### src/hw/srh_defines.vh
// constants for the status reporting hierarchy
`ifndef SRH_DEFINES_VH
`define SRH_DEFINES_VH
`define SRH_W 16
`define SRH_MASK15 16'h7fff
// register select codes on the command port
`define SRH_SEL_W 4
`define SRH_SEL_QCOND 4'h0
`define SRH_SEL_QRISE 4'h1
`define SRH_SEL_QFALL 4'h2
`define SRH_SEL_QEVT 4'h3
`define SRH_SEL_QENA 4'h4
`define SRH_SEL_OCOND 4'h5
`define SRH_SEL_ORISE 4'h6
`define SRH_SEL_OFALL 4'h7
`define SRH_SEL_OEVT 4'h8
`define SRH_SEL_OENA 4'h9
`define SRH_SEL_STB 4'ha
`define SRH_SEL_SRE 4'hb
`define SRH_SEL_ESR 4'hc
`define SRH_SEL_ESE 4'hd
`define SRH_SEL_ERRQ 4'he
// summary status byte bit positions
`define SRH_B_ERR 2
`define SRH_B_QUESTIONABLE_SUMMARY 3
`define SRH_B_MAV 4
`define SRH_B_ESB 5
`define SRH_B_RQS 6
`define SRH_B_OPERATION_SUMMARY 7
// reset values
`define SRH_RST_RISE 16'h7fff
`define SRH_RST_ZERO16 16'h0000
`define SRH_RST_ZERO8 8'h00
`define SRH_SRE_KEEP 8'hbc
`endif

### src/hw/srh_status.v
// status reporting hierarchy: two generic registers, event byte, summary byte
// Behaviour
// generic register has five 16-bit parts
// bit 15 of every part reads zero
// one source, one bit position, all parts
// live state read-only, no read side effect
// rising edge latches when rise filter set
// falling edge latches when fall filter set
// filters and enable mask are read/write
// latched events clear on read, not writable
// summary is OR of event AND enable
// summary feeds live state one level up
// byte bit 6 summarises enabled other bits
// byte readable by query and serial poll
// request mask bit 6 ignored
// masked rising byte bit raises request
// request mask written and read back
// byte bit 2 set on error entry
// byte bit 3 is questionable summary
// message available follows output queue
// error queue returns oldest entry first
// event enable masks standard event register
// byte bit 4 while message waits
// byte bit 5 is standard event summary
// byte bit 7 is operation summary
// event coinciding with clear stays latched
// byte bits 0 and 1 read zero
`timescale 1ns/10ps
`include "srh_defines.vh"

module srh_status #(
	parameter EQ_DEPTH = 8,
	parameter EQ_AW = 3,
	parameter EQ_DW = 16
) (
	// clock, reset, enable
	input wire clk,
	input wire rstn,
	input wire ce,
	// live sources of the two generic registers
	input wire [14:0] questionable_summary_src,
	input wire [14:0] operation_summary_src,
	// standard events, one-cycle pulses
	input wire [7:0] std_evt,
	// output queue and error queue feeding
	input wire out_q_avail,
	input wire err_push,
	input wire [EQ_DW-1:0] err_code,
	// command port from the remote parser
	input wire cmd_wr,
	input wire cmd_rd,
	input wire [`SRH_SEL_W-1:0] cmd_sel,
	input wire [15:0] cmd_wdata,
	output reg [15:0] cmd_rdata,
	output reg cmd_rvalid,
	// serial poll and service request
	input wire spoll,
	output reg [7:0] spoll_byte,
	output reg spoll_valid,
	output reg srq,
	output wire err_q_nonempty
);

	// generic register parts, questionable and operation
	reg [15:0] q_prev_r, q_rise_r, q_fall_r, q_evt_r, q_ena_r;
	reg [15:0] o_prev_r, o_rise_r, o_fall_r, o_evt_r, o_ena_r;
	// standard event register and its enable
	reg [7:0] esr_r, ese_r;
	// request mask and service request state
	reg [7:0] sre_r;
	reg [7:0] stb_prev_r;
	// error queue storage and pointers
	reg [EQ_DW-1:0] eq_mem [0:EQ_DEPTH-1];
	reg [EQ_AW-1:0] eq_wp_r, eq_rp_r;
	reg [EQ_AW:0] eq_cnt_r;

	// latched events: new filtered edges, cleared on read unless fresh
	function [15:0] srh_evt_nxt;
		input [15:0] cur, prev, rise, fall, evt;
		input clr;
		reg [15:0] hit;
		begin
			hit = (cur & ~prev & rise) | (~cur & prev & fall);
			srh_evt_nxt = ((clr ? 16'h0000 : evt) | hit) & `SRH_MASK15;
		end
	endfunction

	// summary bit of one generic register
	function srh_sum;
		input [15:0] evt, ena;
		begin
			srh_sum = |(evt & ena & `SRH_MASK15);
		end
	endfunction

	// live state parts; bit 15 forced low, nothing can write them
	wire [15:0] q_cond = {1'b0, questionable_summary_src};
	wire [15:0] o_cond = {1'b0, operation_summary_src};
	wire questionable_summary_sum = srh_sum(q_evt_r, q_ena_r);
	wire operation_summary_sum = srh_sum(o_evt_r, o_ena_r);
	wire esb_sum = |(esr_r & ese_r);
	wire eq_empty = (eq_cnt_r == {(EQ_AW+1){1'b0}});
	wire eq_full = (eq_cnt_r == EQ_DEPTH[EQ_AW:0]);
	assign err_q_nonempty = ~eq_empty;

	// low bits of byte, without request summary
	wire [7:0] stb_low;
	assign stb_low[0] = 1'b0;
	assign stb_low[1] = 1'b0;
	assign stb_low[`SRH_B_ERR] = ~eq_empty;
	assign stb_low[`SRH_B_QUESTIONABLE_SUMMARY] = questionable_summary_sum;
	assign stb_low[`SRH_B_MAV] = out_q_avail;
	assign stb_low[`SRH_B_ESB] = esb_sum;
	assign stb_low[`SRH_B_RQS] = 1'b0;
	assign stb_low[`SRH_B_OPERATION_SUMMARY] = operation_summary_sum;
	// mask bit 6 of the request mask has no effect
	wire [7:0] sre_eff = sre_r & ~(8'h01 << `SRH_B_RQS);
	wire rqs = |(stb_low & sre_eff);
	wire [7:0] stb_full = stb_low | ({7'h00, rqs} << `SRH_B_RQS);

	// decoded command strobes
	wire rd_qevt = cmd_rd && cmd_sel == `SRH_SEL_QEVT;
	wire rd_oevt = cmd_rd && cmd_sel == `SRH_SEL_OEVT;
	wire rd_esr = cmd_rd && cmd_sel == `SRH_SEL_ESR;
	wire rd_eq = cmd_rd && cmd_sel == `SRH_SEL_ERRQ && !eq_empty;
	// a push into a full queue is dropped; reading makes room first
	wire eq_push = err_push && (!eq_full || rd_eq);

	// generic registers: filters, enables, latched events
	always @(posedge clk or negedge rstn) begin
		if (!rstn) begin
			q_prev_r <= `SRH_RST_ZERO16;
			o_prev_r <= `SRH_RST_ZERO16;
			q_rise_r <= `SRH_RST_RISE;
			o_rise_r <= `SRH_RST_RISE;
			q_fall_r <= `SRH_RST_ZERO16;
			o_fall_r <= `SRH_RST_ZERO16;
			q_evt_r <= `SRH_RST_ZERO16;
			o_evt_r <= `SRH_RST_ZERO16;
			q_ena_r <= `SRH_RST_ZERO16;
			o_ena_r <= `SRH_RST_ZERO16;
		end else if (ce) begin
			// edge history, per bit, same positions in all parts
			q_prev_r <= q_cond;
			o_prev_r <= o_cond;
			q_evt_r <= srh_evt_nxt(q_cond, q_prev_r, q_rise_r, q_fall_r,
				q_evt_r, rd_qevt);
			o_evt_r <= srh_evt_nxt(o_cond, o_prev_r, o_rise_r, o_fall_r,
				o_evt_r, rd_oevt);
			// writable parts; bit 15 is never stored
			if (cmd_wr) begin
				case (cmd_sel)
				`SRH_SEL_QRISE: q_rise_r <= cmd_wdata & `SRH_MASK15;
				`SRH_SEL_QFALL: q_fall_r <= cmd_wdata & `SRH_MASK15;
				`SRH_SEL_QENA: q_ena_r <= cmd_wdata & `SRH_MASK15;
				`SRH_SEL_ORISE: o_rise_r <= cmd_wdata & `SRH_MASK15;
				`SRH_SEL_OFALL: o_fall_r <= cmd_wdata & `SRH_MASK15;
				`SRH_SEL_OENA: o_ena_r <= cmd_wdata & `SRH_MASK15;
				default: begin
				end
				endcase
			end
		end
	end

	// standard event register, event enable, request mask
	always @(posedge clk or negedge rstn) begin
		if (!rstn) begin
			esr_r <= `SRH_RST_ZERO8;
			ese_r <= `SRH_RST_ZERO8;
			sre_r <= `SRH_RST_ZERO8;
		end else if (ce) begin
			// new event pulses win over a read clear
			esr_r <= (rd_esr ? `SRH_RST_ZERO8 : esr_r) | std_evt;
			if (cmd_wr && cmd_sel == `SRH_SEL_ESE)
				ese_r <= cmd_wdata[7:0];
			if (cmd_wr && cmd_sel == `SRH_SEL_SRE)
				sre_r <= cmd_wdata[7:0];
		end
	end

	// error queue, first in first out
	always @(posedge clk or negedge rstn) begin
		if (!rstn) begin
			eq_wp_r <= {EQ_AW{1'b0}};
			eq_rp_r <= {EQ_AW{1'b0}};
			eq_cnt_r <= {(EQ_AW+1){1'b0}};
		end else if (ce) begin
			if (eq_push)
				eq_wp_r <= eq_wp_r + 1'b1;
			if (rd_eq)
				eq_rp_r <= eq_rp_r + 1'b1;
			if (eq_push && !rd_eq)
				eq_cnt_r <= eq_cnt_r + 1'b1;
			else if (rd_eq && !eq_push)
				eq_cnt_r <= eq_cnt_r - 1'b1;
		end
	end

	// storage array has no reset; only written entries are ever read
	always @(posedge clk) begin
		if (ce && eq_push)
			eq_mem[eq_wp_r] <= err_code;
	end

	// service request on a masked rising byte bit
	always @(posedge clk or negedge rstn) begin
		if (!rstn) begin
			stb_prev_r <= `SRH_RST_ZERO8;
			srq <= 1'b0;
		end else if (ce) begin
			stb_prev_r <= stb_low;
			// each error entry re-raises even if bit 2 already stood
			if (|(stb_low & ~stb_prev_r & sre_eff) ||
				(err_push && sre_eff[`SRH_B_ERR]))
				srq <= 1'b1;
			else if (!rqs)
				srq <= 1'b0; // drops once nothing enabled stands
		end
	end

	// read data mux, registered one cycle after the strobe
	always @(posedge clk or negedge rstn) begin
		if (!rstn) begin
			cmd_rdata <= `SRH_RST_ZERO16;
			cmd_rvalid <= 1'b0;
			spoll_byte <= `SRH_RST_ZERO8;
			spoll_valid <= 1'b0;
		end else if (ce) begin
			cmd_rvalid <= cmd_rd;
			spoll_valid <= spoll;
			// serial poll gives the same byte as the query
			if (spoll)
				spoll_byte <= stb_full;
			if (cmd_rd) begin
				case (cmd_sel)
				`SRH_SEL_QCOND: cmd_rdata <= q_cond;
				`SRH_SEL_QRISE: cmd_rdata <= q_rise_r;
				`SRH_SEL_QFALL: cmd_rdata <= q_fall_r;
				`SRH_SEL_QEVT: cmd_rdata <= q_evt_r;
				`SRH_SEL_QENA: cmd_rdata <= q_ena_r;
				`SRH_SEL_OCOND: cmd_rdata <= o_cond;
				`SRH_SEL_ORISE: cmd_rdata <= o_rise_r;
				`SRH_SEL_OFALL: cmd_rdata <= o_fall_r;
				`SRH_SEL_OEVT: cmd_rdata <= o_evt_r;
				`SRH_SEL_OENA: cmd_rdata <= o_ena_r;
				`SRH_SEL_STB: cmd_rdata <= {8'h00, stb_full};
				`SRH_SEL_SRE: cmd_rdata <= {8'h00, sre_r};
				`SRH_SEL_ESR: cmd_rdata <= {8'h00, esr_r};
				`SRH_SEL_ESE: cmd_rdata <= {8'h00, ese_r};
				`SRH_SEL_ERRQ: begin
					// empty queue reads as zero
					if (eq_empty)
						cmd_rdata <= `SRH_RST_ZERO16;
					else
						cmd_rdata <= eq_mem[eq_rp_r];
				end
				default: cmd_rdata <= `SRH_RST_ZERO16;
				endcase
			end
		end
	end

endmodule

### config.mk
export PLATFORM = sky130hd
export DESIGN_NAME = srh_status
export DESIGN_NICKNAME = d
export VERILOG_FILES = /design/src/hw/srh_status.v
export VERILOG_INCLUDE_DIRS = /design/src /design/src/hw
export SDC_FILE = /design/constraint.sdc
export NUM_CORES = 1
export LEC_CHECK = 0
export BUFFER_PORTS_ARGS = -buffer_cell sky130_fd_sc_hd__buf_2
export CAP_MARGIN = 20
export CORE_ASPECT_RATIO = 0.6
export CORE_MARGIN = 10
export CORE_UTILIZATION = 35
export DETAILED_ROUTE_END_ITERATION = 8
export PLACE_DENSITY = 0.52
export SYNTH_ARGS = -nofsm -noshare
export SYNTH_HDL_FRONTEND = slang
export SYNTH_SLANG_ARGS = --single-unit
### constraint.sdc
create_clock -name clk -period 4.2 [get_ports clk]
set_input_delay 0.63 -clock clk [delete_from_list [all_inputs] [get_ports clk]]
set_output_delay 0.63 -clock clk [all_outputs]
set_load 0.1 [all_outputs]
==> summary.md, run 1 <==
| Metric | Value |
|---|---|
| Cell accounting for the most synthesized area | `dfrtp_1` |
| Primary FF master, synth | `dfrtp_1` |
| Sequential fraction of the synthesis area | `about three fifths` |
| CTS root buffer | `clkbuf_16` |
| Final Power | `approximately 0.01 W` |
| Worst VDD drop | `~0.00025 V` |
| CORE AREA | `43600 um^2` |
| Filler cells | `4048` |
| # diodes | `0` |
| Tcrit/Tclk final | `65.4%` |
| Setup Fix Bufs, Post-CTS | `0` |
| Max H-tree Level | `2` |
| Crit. End Element | `flip-flop` |
| Most common cell in the synthesized netlist | `dfrtp_1` |
| Clk sink count | `roughly 340` |
| Initial antenna violation count | `2` |
| Max cap viols | `0` |
| Vias in the first global route | `about 10000` |
| Ys Warns | `0` |
| Crit-path max cell delay | `around 700 ps` |
| Tmin final | `about 2700 ps` |
| Final hold slack | `194 ps` |
| Slowest cell on the critical path | `a2111oi_0` |
| Worst-margin pin slew | `1140 ps` |
| Mean Syn Cell Area | `roughly 14 um^2` |
| Max-slew violations | `0` |
| Worst Path Max Fanout | `33` |
| Initial Util | `~36%` |
| Top Ports | `between 100 and 150` |
| Die H | `roughly 180 um` |
| Crit path DAT | `approximately 3100 ps` |
| CP dominant cell by count | `o21ai_1` |
| Clk Latency, worst-skew pair | `540 ps` |
| WS Path Type | `in2reg` |
| Area after DPL | `between 15000 and 20000 um^2` |
| Via Count | `roughly 10000` |
| Endpoints failing hold | `0` |
| Fraction of registers with async set/reset | `about 63%` |
| Via-per-instance ratio | `~5.7` |
| Largest net degree at the start of global routing | `between 100 and 150` |
| Post-Place Cells | `roughly 1800` |
| Num CTS Buffers | `36` |
| Status | `completed` |
| Max Root-Sink Buffers | `3` |
| Post-CTS resize count | `0` |
| Relative slew slack | `a little under a quarter` |
| Synth top cells by count | `184 x dfrtp_1, 137 x mux2_2, 128 x edfxtp_1` |
| Worst-path clk slew | `60 ps` |
| CTS tree | `built` |
| DR pass1 iterations | `6` |
| Area growth syn-to-layout | `15.5%` |
| Crit-path cells | `buf_2, buf_4, and4bb_2, a222oi_1, o21ai_1, a2111oi_0, o21ai_1` |
| Lkg Pwr | `between 6 and 7 nW` |
| Iter 0 DRT Violations | `1000` |
| Setup TNS | `0 ps` |
| HP Class | `in2async` |
| EDFF count, synth | `~130` |
| Startpoint Class | `input pin` |
| Clock skew | `about 29 ps` |
| Width of the die | `292 um` |
| Yosys top cell area share | `approximately 30%` |
| Most area-consuming cells after synthesis | `dfrtp_1 30%, edfxtp_1 25%, mux2_2 9.9%` |
| Die Area | `around 54000 um^2` |
| Port bufs | `approximately 110` |
| Antenna viol nets, final | `0` |
| RSZ-0062 raised after global routing | `false` |
| Final setup viols | `0` |
| Maximum clock frequency | `between 300 and 400 MHz` |
| Final wirelength | `slightly above 50000 um` |
| Synth cell types | `approximately 80` |
| Gr usage total | `18.4%` |
| Global-route wire length before repair | `73100 um` |
| Num rows | `59` |
| Hpwl dp | `approximately 36000 um` |
| Worst path bufs/invs | `2` |
| Fin nets | `1311` |
| Mapped cell area | `15500 um^2` |
| Pwr dens | `about 560 nW/um^2` |
| GRT overflow | `0` |
| DRC | `0` |
| Share of cells above drive strength 1 | `between 30% and 40%` |
| Top delay family on crit path | `compound AO/OA/AOI/OAI gates` |
| Finished Cell Area | `roughly 18000 um^2` |
| Req. time, crit path | `4590 ps` |
| Routed len/inst | `27.6 um` |
| Register bit count reported by yosys | `around 340` |
| Layout Cells excl Fill | `~1800` |
| Routability cong. | `~0.89` |
| CTS Hold Buffers Added | `0` |
| Mapped Cells | `roughly 1100` |
==> path summary, 6_finish.rpt <==
kind,from,endpoint,slack (ps),depth (start not counted)
min in group clk,std_evt[4],esr_r[4]$_DFFE_PN0P_,320,2
max in group asynchronous,rstn,q_rise_r[0]$_DFFE_PN1P_,2980,2
setup / recovery,cmd_sel[3],cmd_rdata[14]$_DFFE_PN0P_,1450,7
hold reg to reg,spoll_byte[3]$_DFFE_PN0P_,spoll_byte[3]$_DFFE_PN0P_,470,2
setup reg to reg,eq_rp_r[1]$_DFFE_PN0P_,cmd_rdata[13]$_DFFE_PN0P_,1530,6
hold / removal,rstn,o_prev_r[4]$_DFFE_PN0P_,190,1
==> worst reg2reg max path: cells and delay by family (launching register included) <==
kind | cells | cell delay, ps
buffers and inverters | 1 | 370
DFF | 1 | 900
and+or+nand+nor | 2 | 510
muxes | 2 | 600
AOI/OAI and AO/OA | 1 | 160
==> cell families after synthesis <==
kind of cell	synth area share [%]
XOR/XNOR	0.451
other	0.0241
adder cells (fa/ha/maj)	0.531
AND/OR/NAND/NOR	8.51
buffers and inverters	2.74
flip-flops	59.4
AO/OA/AOI/OAI	10.5
multiplexers	17.9
==> stage by stage <==
step / worst slack (ps) / utilization (%)
floorplan: 664 / -
global placement: 1030 / 38.5
detailed placement: 951 / 38.5
CTS: 1470 / 41.2
global route: 1300 / 41.2
finish: 1450 / 41.2
==> area by class of cell <==
cell class | count | area, um^2 | share of cell area (%)
Clock buffer | 53 | 1050 | 5.82
Clock inverter | 10 | 104 | 0.578
Inverter | 13 | 48.8 | 0.272
Multi-Input combinational cell | 681 | 5920 | 33.0
Sequential cell | 342 | 9240 | 51.4
Tap cell | 579 | 724 | 4.03
Timing Repair Buffer | 149 | 878 | 4.89
==> per-layer routing <==
layer  track usage (%)  routed length [um]  vias up
li1                  -                   -     4517
met1              27.3               24000     5424
met2              25.1               20200      408
met3              6.63                5420       71
met4              3.25                 795        4
met5                 0                  19        -
==> report_power, final <==
| group | switching, W | internal, W | total (W) |
|---|---|---|---|
| Combinational | 0.00131 | 0.000961 | 0.00227 |
| Clock | 0.00134 | 0.00185 | 0.00319 |
| Sequential | 0.000591 | 0.00406 | 0.00465 |
| Total | 0.00325 | 0.00686 | 0.0101 |
==> sequential cells by signal, indices dropped and copies added, names as in the netlist, 5 cells and up <==
signal / cells
eq_mem: 128
cmd_rdata: 16
o_ena_r: 15
o_evt_r: 15
o_fall_r: 15
o_prev_r: 15
o_rise_r: 15
q_ena_r: 15
q_evt_r: 15
q_fall_r: 15
q_prev_r: 15
q_rise_r: 15
ese_r: 8
esr_r: 8
sre_r: 8
spoll_byte: 6
stb_prev_r: 5
==> placed cells by master (no fill, tap or decap), drive strengths merged, types with 7 or more instances in the layout <==
master	count
mux2i	27
dfstp	30
xnor2	7
buf	149
a22oi	39
o21ai	63
nand2b	9
a21oi	10
nor2	31
nand3	12
a222oi	11
mux2	149
mux4	35
clkbuf	53
inv	12
a31oi	7
nor3	19
nor2b	16
nand2	78
dfrtp	184
nand3b	31
clkinv	7
edfxtp	128
a22o	46
(Power assumes the default switching activity.)
==> run 2, diff against run 1 <==
--- a/config.mk
+++ b/config.mk
@@ -12,7 +12,7 @@
 export CORE_MARGIN = 10
 export CORE_UTILIZATION = 35
 export DETAILED_ROUTE_END_ITERATION = 8
-export PLACE_DENSITY = 0.52
+export PLACE_DENSITY = 0.54
 export SYNTH_ARGS = -nofsm -noshare
 export SYNTH_HDL_FRONTEND = slang
 export SYNTH_SLANG_ARGS = --single-unit
==> constraint.sdc (replaced) <==
create_clock -name clk -period 2.5 [get_ports clk]
set_input_delay 0.375 -clock clk [delete_from_list [all_inputs] [get_ports clk]]
set_output_delay 0.375 -clock clk [all_outputs]
set_load 0.1 [all_outputs]
==> run 2 against run 1 <==
  * Worst setup slack worse by 1400 ps
  * Clock-buffer cell count up 1
  * Cell count up 3.1%
  * Worst hold slack worse by 130 ps
  * Clock skew down 6.0 ps
  * Power up 69%
  * Combinational power up 82%
  * Wire length up 1.7%
  * Via count up 1.6%
  * Die area unchanged
  * Utilization up 1.5 points
  * Cell area up 3.6%
  * Critical endpoint is now cmd_rdata[3]$_DFFE_PN0P_
==> summary.md, run 2 (synthesis results as in run 1) <==
| Metric | Value |
|---|---|
| Crit path DAT | `2840 ps (was 3140 ps)` |
| Via-per-instance ratio | `5.62 (was 5.71)` |
| Lkg Pwr | `7.27 nW (was 6.94 nW)` |
| Initial Util | `35.6% (unchanged)` |
| Antenna viol nets, final | `0 (unchanged)` |
| Top Ports | `110 (unchanged)` |
| Clk Latency, worst-skew pair | `550 ps (was 540 ps)` |
| Reg area | `9240 um^2 (unchanged)` |
| Routability cong. | `0.917 (was 0.891)` |
| Final setup viols | `0 (unchanged)` |
| GRT overflow | `0 (unchanged)` |
| DRC | `0 (unchanged)` |
| Biggest register | `eq_mem (unchanged)` |
| WS Path Type | `reg2reg (was in2reg)` |
| HP Class | `in2reg (was in2async)` |
| Share of cells above drive strength 1 | `37.5% (was 35.1%)` |
| Area growth syn-to-layout | `19.7% (was 15.5%)` |
| Max Root-Sink Buffers | `3 (unchanged)` |
| Pwr dens | `917 nW/um^2 (was 563 nW/um^2)` |
| Clock skew | `23.4 ps (was 29.4 ps)` |
| Worst slack, placed | `19.6 ps (was 951 ps)` |
| Via Count | `10600 (was 10400)` |
| Setup TNS | `0 ps (unchanged)` |
| Routed len/inst | `27.2 um (was 27.6 um)` |
| Iter 0 DRT Violations | `1089 (was 1000)` |
| Max H-tree Level | `2 (unchanged)` |
| Finished Cell Area | `18600 um^2 (was 18000 um^2)` |
| Maximum clock frequency | `roughly 410 MHz` |
| Gr usage total | `18.9% (was 18.4%)` |
| Tmin final | `2420 ps` |
| Most frequent cells in the layout | `183 x dfrtp_1, 137 x mux2_2, 128 x edfxtp_1 (unchanged)` |
| Largest net degree at the start of global routing | `70 (was 117)` |
| Top Registers | `eq_mem x128, cmd_rdata x16 (unchanged)` |
| Commonest non-fill, non-tap cell in the layout | `dfrtp_1 (unchanged)` |
| Crit. End Element | `flip-flop (unchanged)` |
| Vias in the first global route | `10900 (was 10300)` |
| RSZ-0062 raised after global routing | `false (unchanged)` |
| Global-route wire length before repair | `75600 um (was 73100 um)` |
| Die Area | `53500 um^2 (unchanged)` |
| CORE AREA | `43600 um^2 (unchanged)` |
| Area after DPL | `17500 um^2 (was 16800 um^2)` |
| Num CTS Buffers | `35 (was 36)` |
| Footprint of the multi-input gates | `5940 um^2 (was 5920 um^2)` |
| Num rows | `59 (unchanged)` |
| Post-Place Cells | `1819 (was 1764)` |
| Max-slew violations | `0 (unchanged)` |
| Worst-margin pin slew | `902 ps (was 1140 ps)` |
| Tcrit/Tclk final | `roughly 97%` |
| Final wirelength | `51300 um (was 50400 um)` |
| Req. time, crit path | `2920 ps (was 4590 ps)` |
| Startpoint Class | `flip-flop (was input pin)` |
| Initial antenna violation count | `2 (unchanged)` |
| DR pass1 iterations | `7 (was 6)` |
| Port bufs | `106 (unchanged)` |
| CTS root buffer | `clkbuf_16 (unchanged)` |
| R2R setup slack | `80 ps (was 1530 ps)` |
| Max FFs per register | `128 (unchanged)` |
| Max cap viols | `0 (unchanged)` |
| Setup WS post-layout | `76.0 ps (was 1450 ps)` |
| CTS tree | `built (unchanged)` |
| Hpwl dp | `37500 um (was 35800 um)` |
| Clk sink count | `342 (unchanged)` |
| Setup Fix Bufs, Post-CTS | `0 (unchanged)` |
| Worst-path clk slew | `70 ps (was 60 ps)` |
| Relative slew slack | `39.9% (was 23.7%)` |
| Die H | `183 um (unchanged)` |
| Status | `completed (unchanged)` |
| Worst VDD drop | `0.000345 V (was 0.000246 V)` |
| Worst Path Max Fanout | `3 (was 33)` |
| Fin nets | `1366 (was 1311)` |
| Width of the die | `292 um (unchanged)` |
| Filler cells | `4024 (was 4048)` |
| Endpoints failing hold | `0 (unchanged)` |
| Layout Cells excl Fill | `1884 (was 1827)` |
run 2: cell count changes in the layout (fill, tap and decap cells not counted), moves of 2 or more:
cell / change
clkinv_2: -2
bufinv_16: -2
inv_6: +2
nor4_4: +2
clkinvlp_4: -2
clkbuf_1: +2
diode_2: +2
buf_12: +21
nor4_2: -2
buf_4: +34
run 2: area by class of cell:
class,count,area share (%)
Antenna cell,2,0.0269
Clock buffer,54,5.59
Clock inverter,8,0.262
Inverter,13,0.262
Multi-Input combinational cell,681,31.9
Sequential cell,342,49.6
Tap cell,579,3.89
Timing Repair Buffer,205,8.42
run 2: stage by stage:
step / total power (W) / utilization [%] / hold slack [ps]
floorplan: 0.0103 / - / 79.4
global placement: 0.0119 / 40.1 / 397
detailed placement: 0.0120 / 40.1 / 397
CTS: 0.0172 / 42.6 / 43.7
global route: 0.0178 / 42.6 / 50.1
finish: 0.0171 / 42.7 / 68.5
run 2: worst max-delay path, cell delays in order (launching register included):
cell	delay, ps
dfrtp_1	420
a222oi_1	510
nand3_1	360
o21ai_0	460
nand4b_1	200
a221o_1	350
run 2: what timing repair did:
| item | 4_1_cts | 5_1_grt |
|---|---|---|
| resized for setup | 0 | 2 |
| setup endpoints to repair | 0 | 2 |
| endpoints found under the hold margin | 55 | 0 |
| hold buffers | 1 | 0 |
run 2: worst paths after layout:
kind	startpoint	to	depth (start not counted)
worst min-delay path	std_evt[5]	esr_r[5]$_DFFE_PN0P_	2
worst max-delay path	q_evt_r[4]$_DFFE_PN0P_	cmd_rdata[3]$_DFFE_PN0P_	5
worst min register to register	spoll_byte[6]$_DFFE_PN0P_	spoll_byte[6]$_DFFE_PN0P_	2
worst max register to register	q_evt_r[4]$_DFFE_PN0P_	cmd_rdata[3]$_DFFE_PN0P_	5
max in group asynchronous	rstn	q_rise_r[1]$_DFFE_PN1P_	3
min in group asynchronous	rstn	o_evt_r[4]$_DFFE_PN0P_	2
run 2: power by group:
part           switching, W  internal (W)
Sequential         0.000978       0.00681
Clock               0.00226       0.00288
Combinational       0.00233       0.00181
run 2: layer usage:
metal | GRT usage, % | part of all wire (%)
met3 | 6.05 | 10
met1 | 28.5 | 48
met2 | 25.7 | 40
met4 | 4.11 | 1.7
met5 | 0 | 0
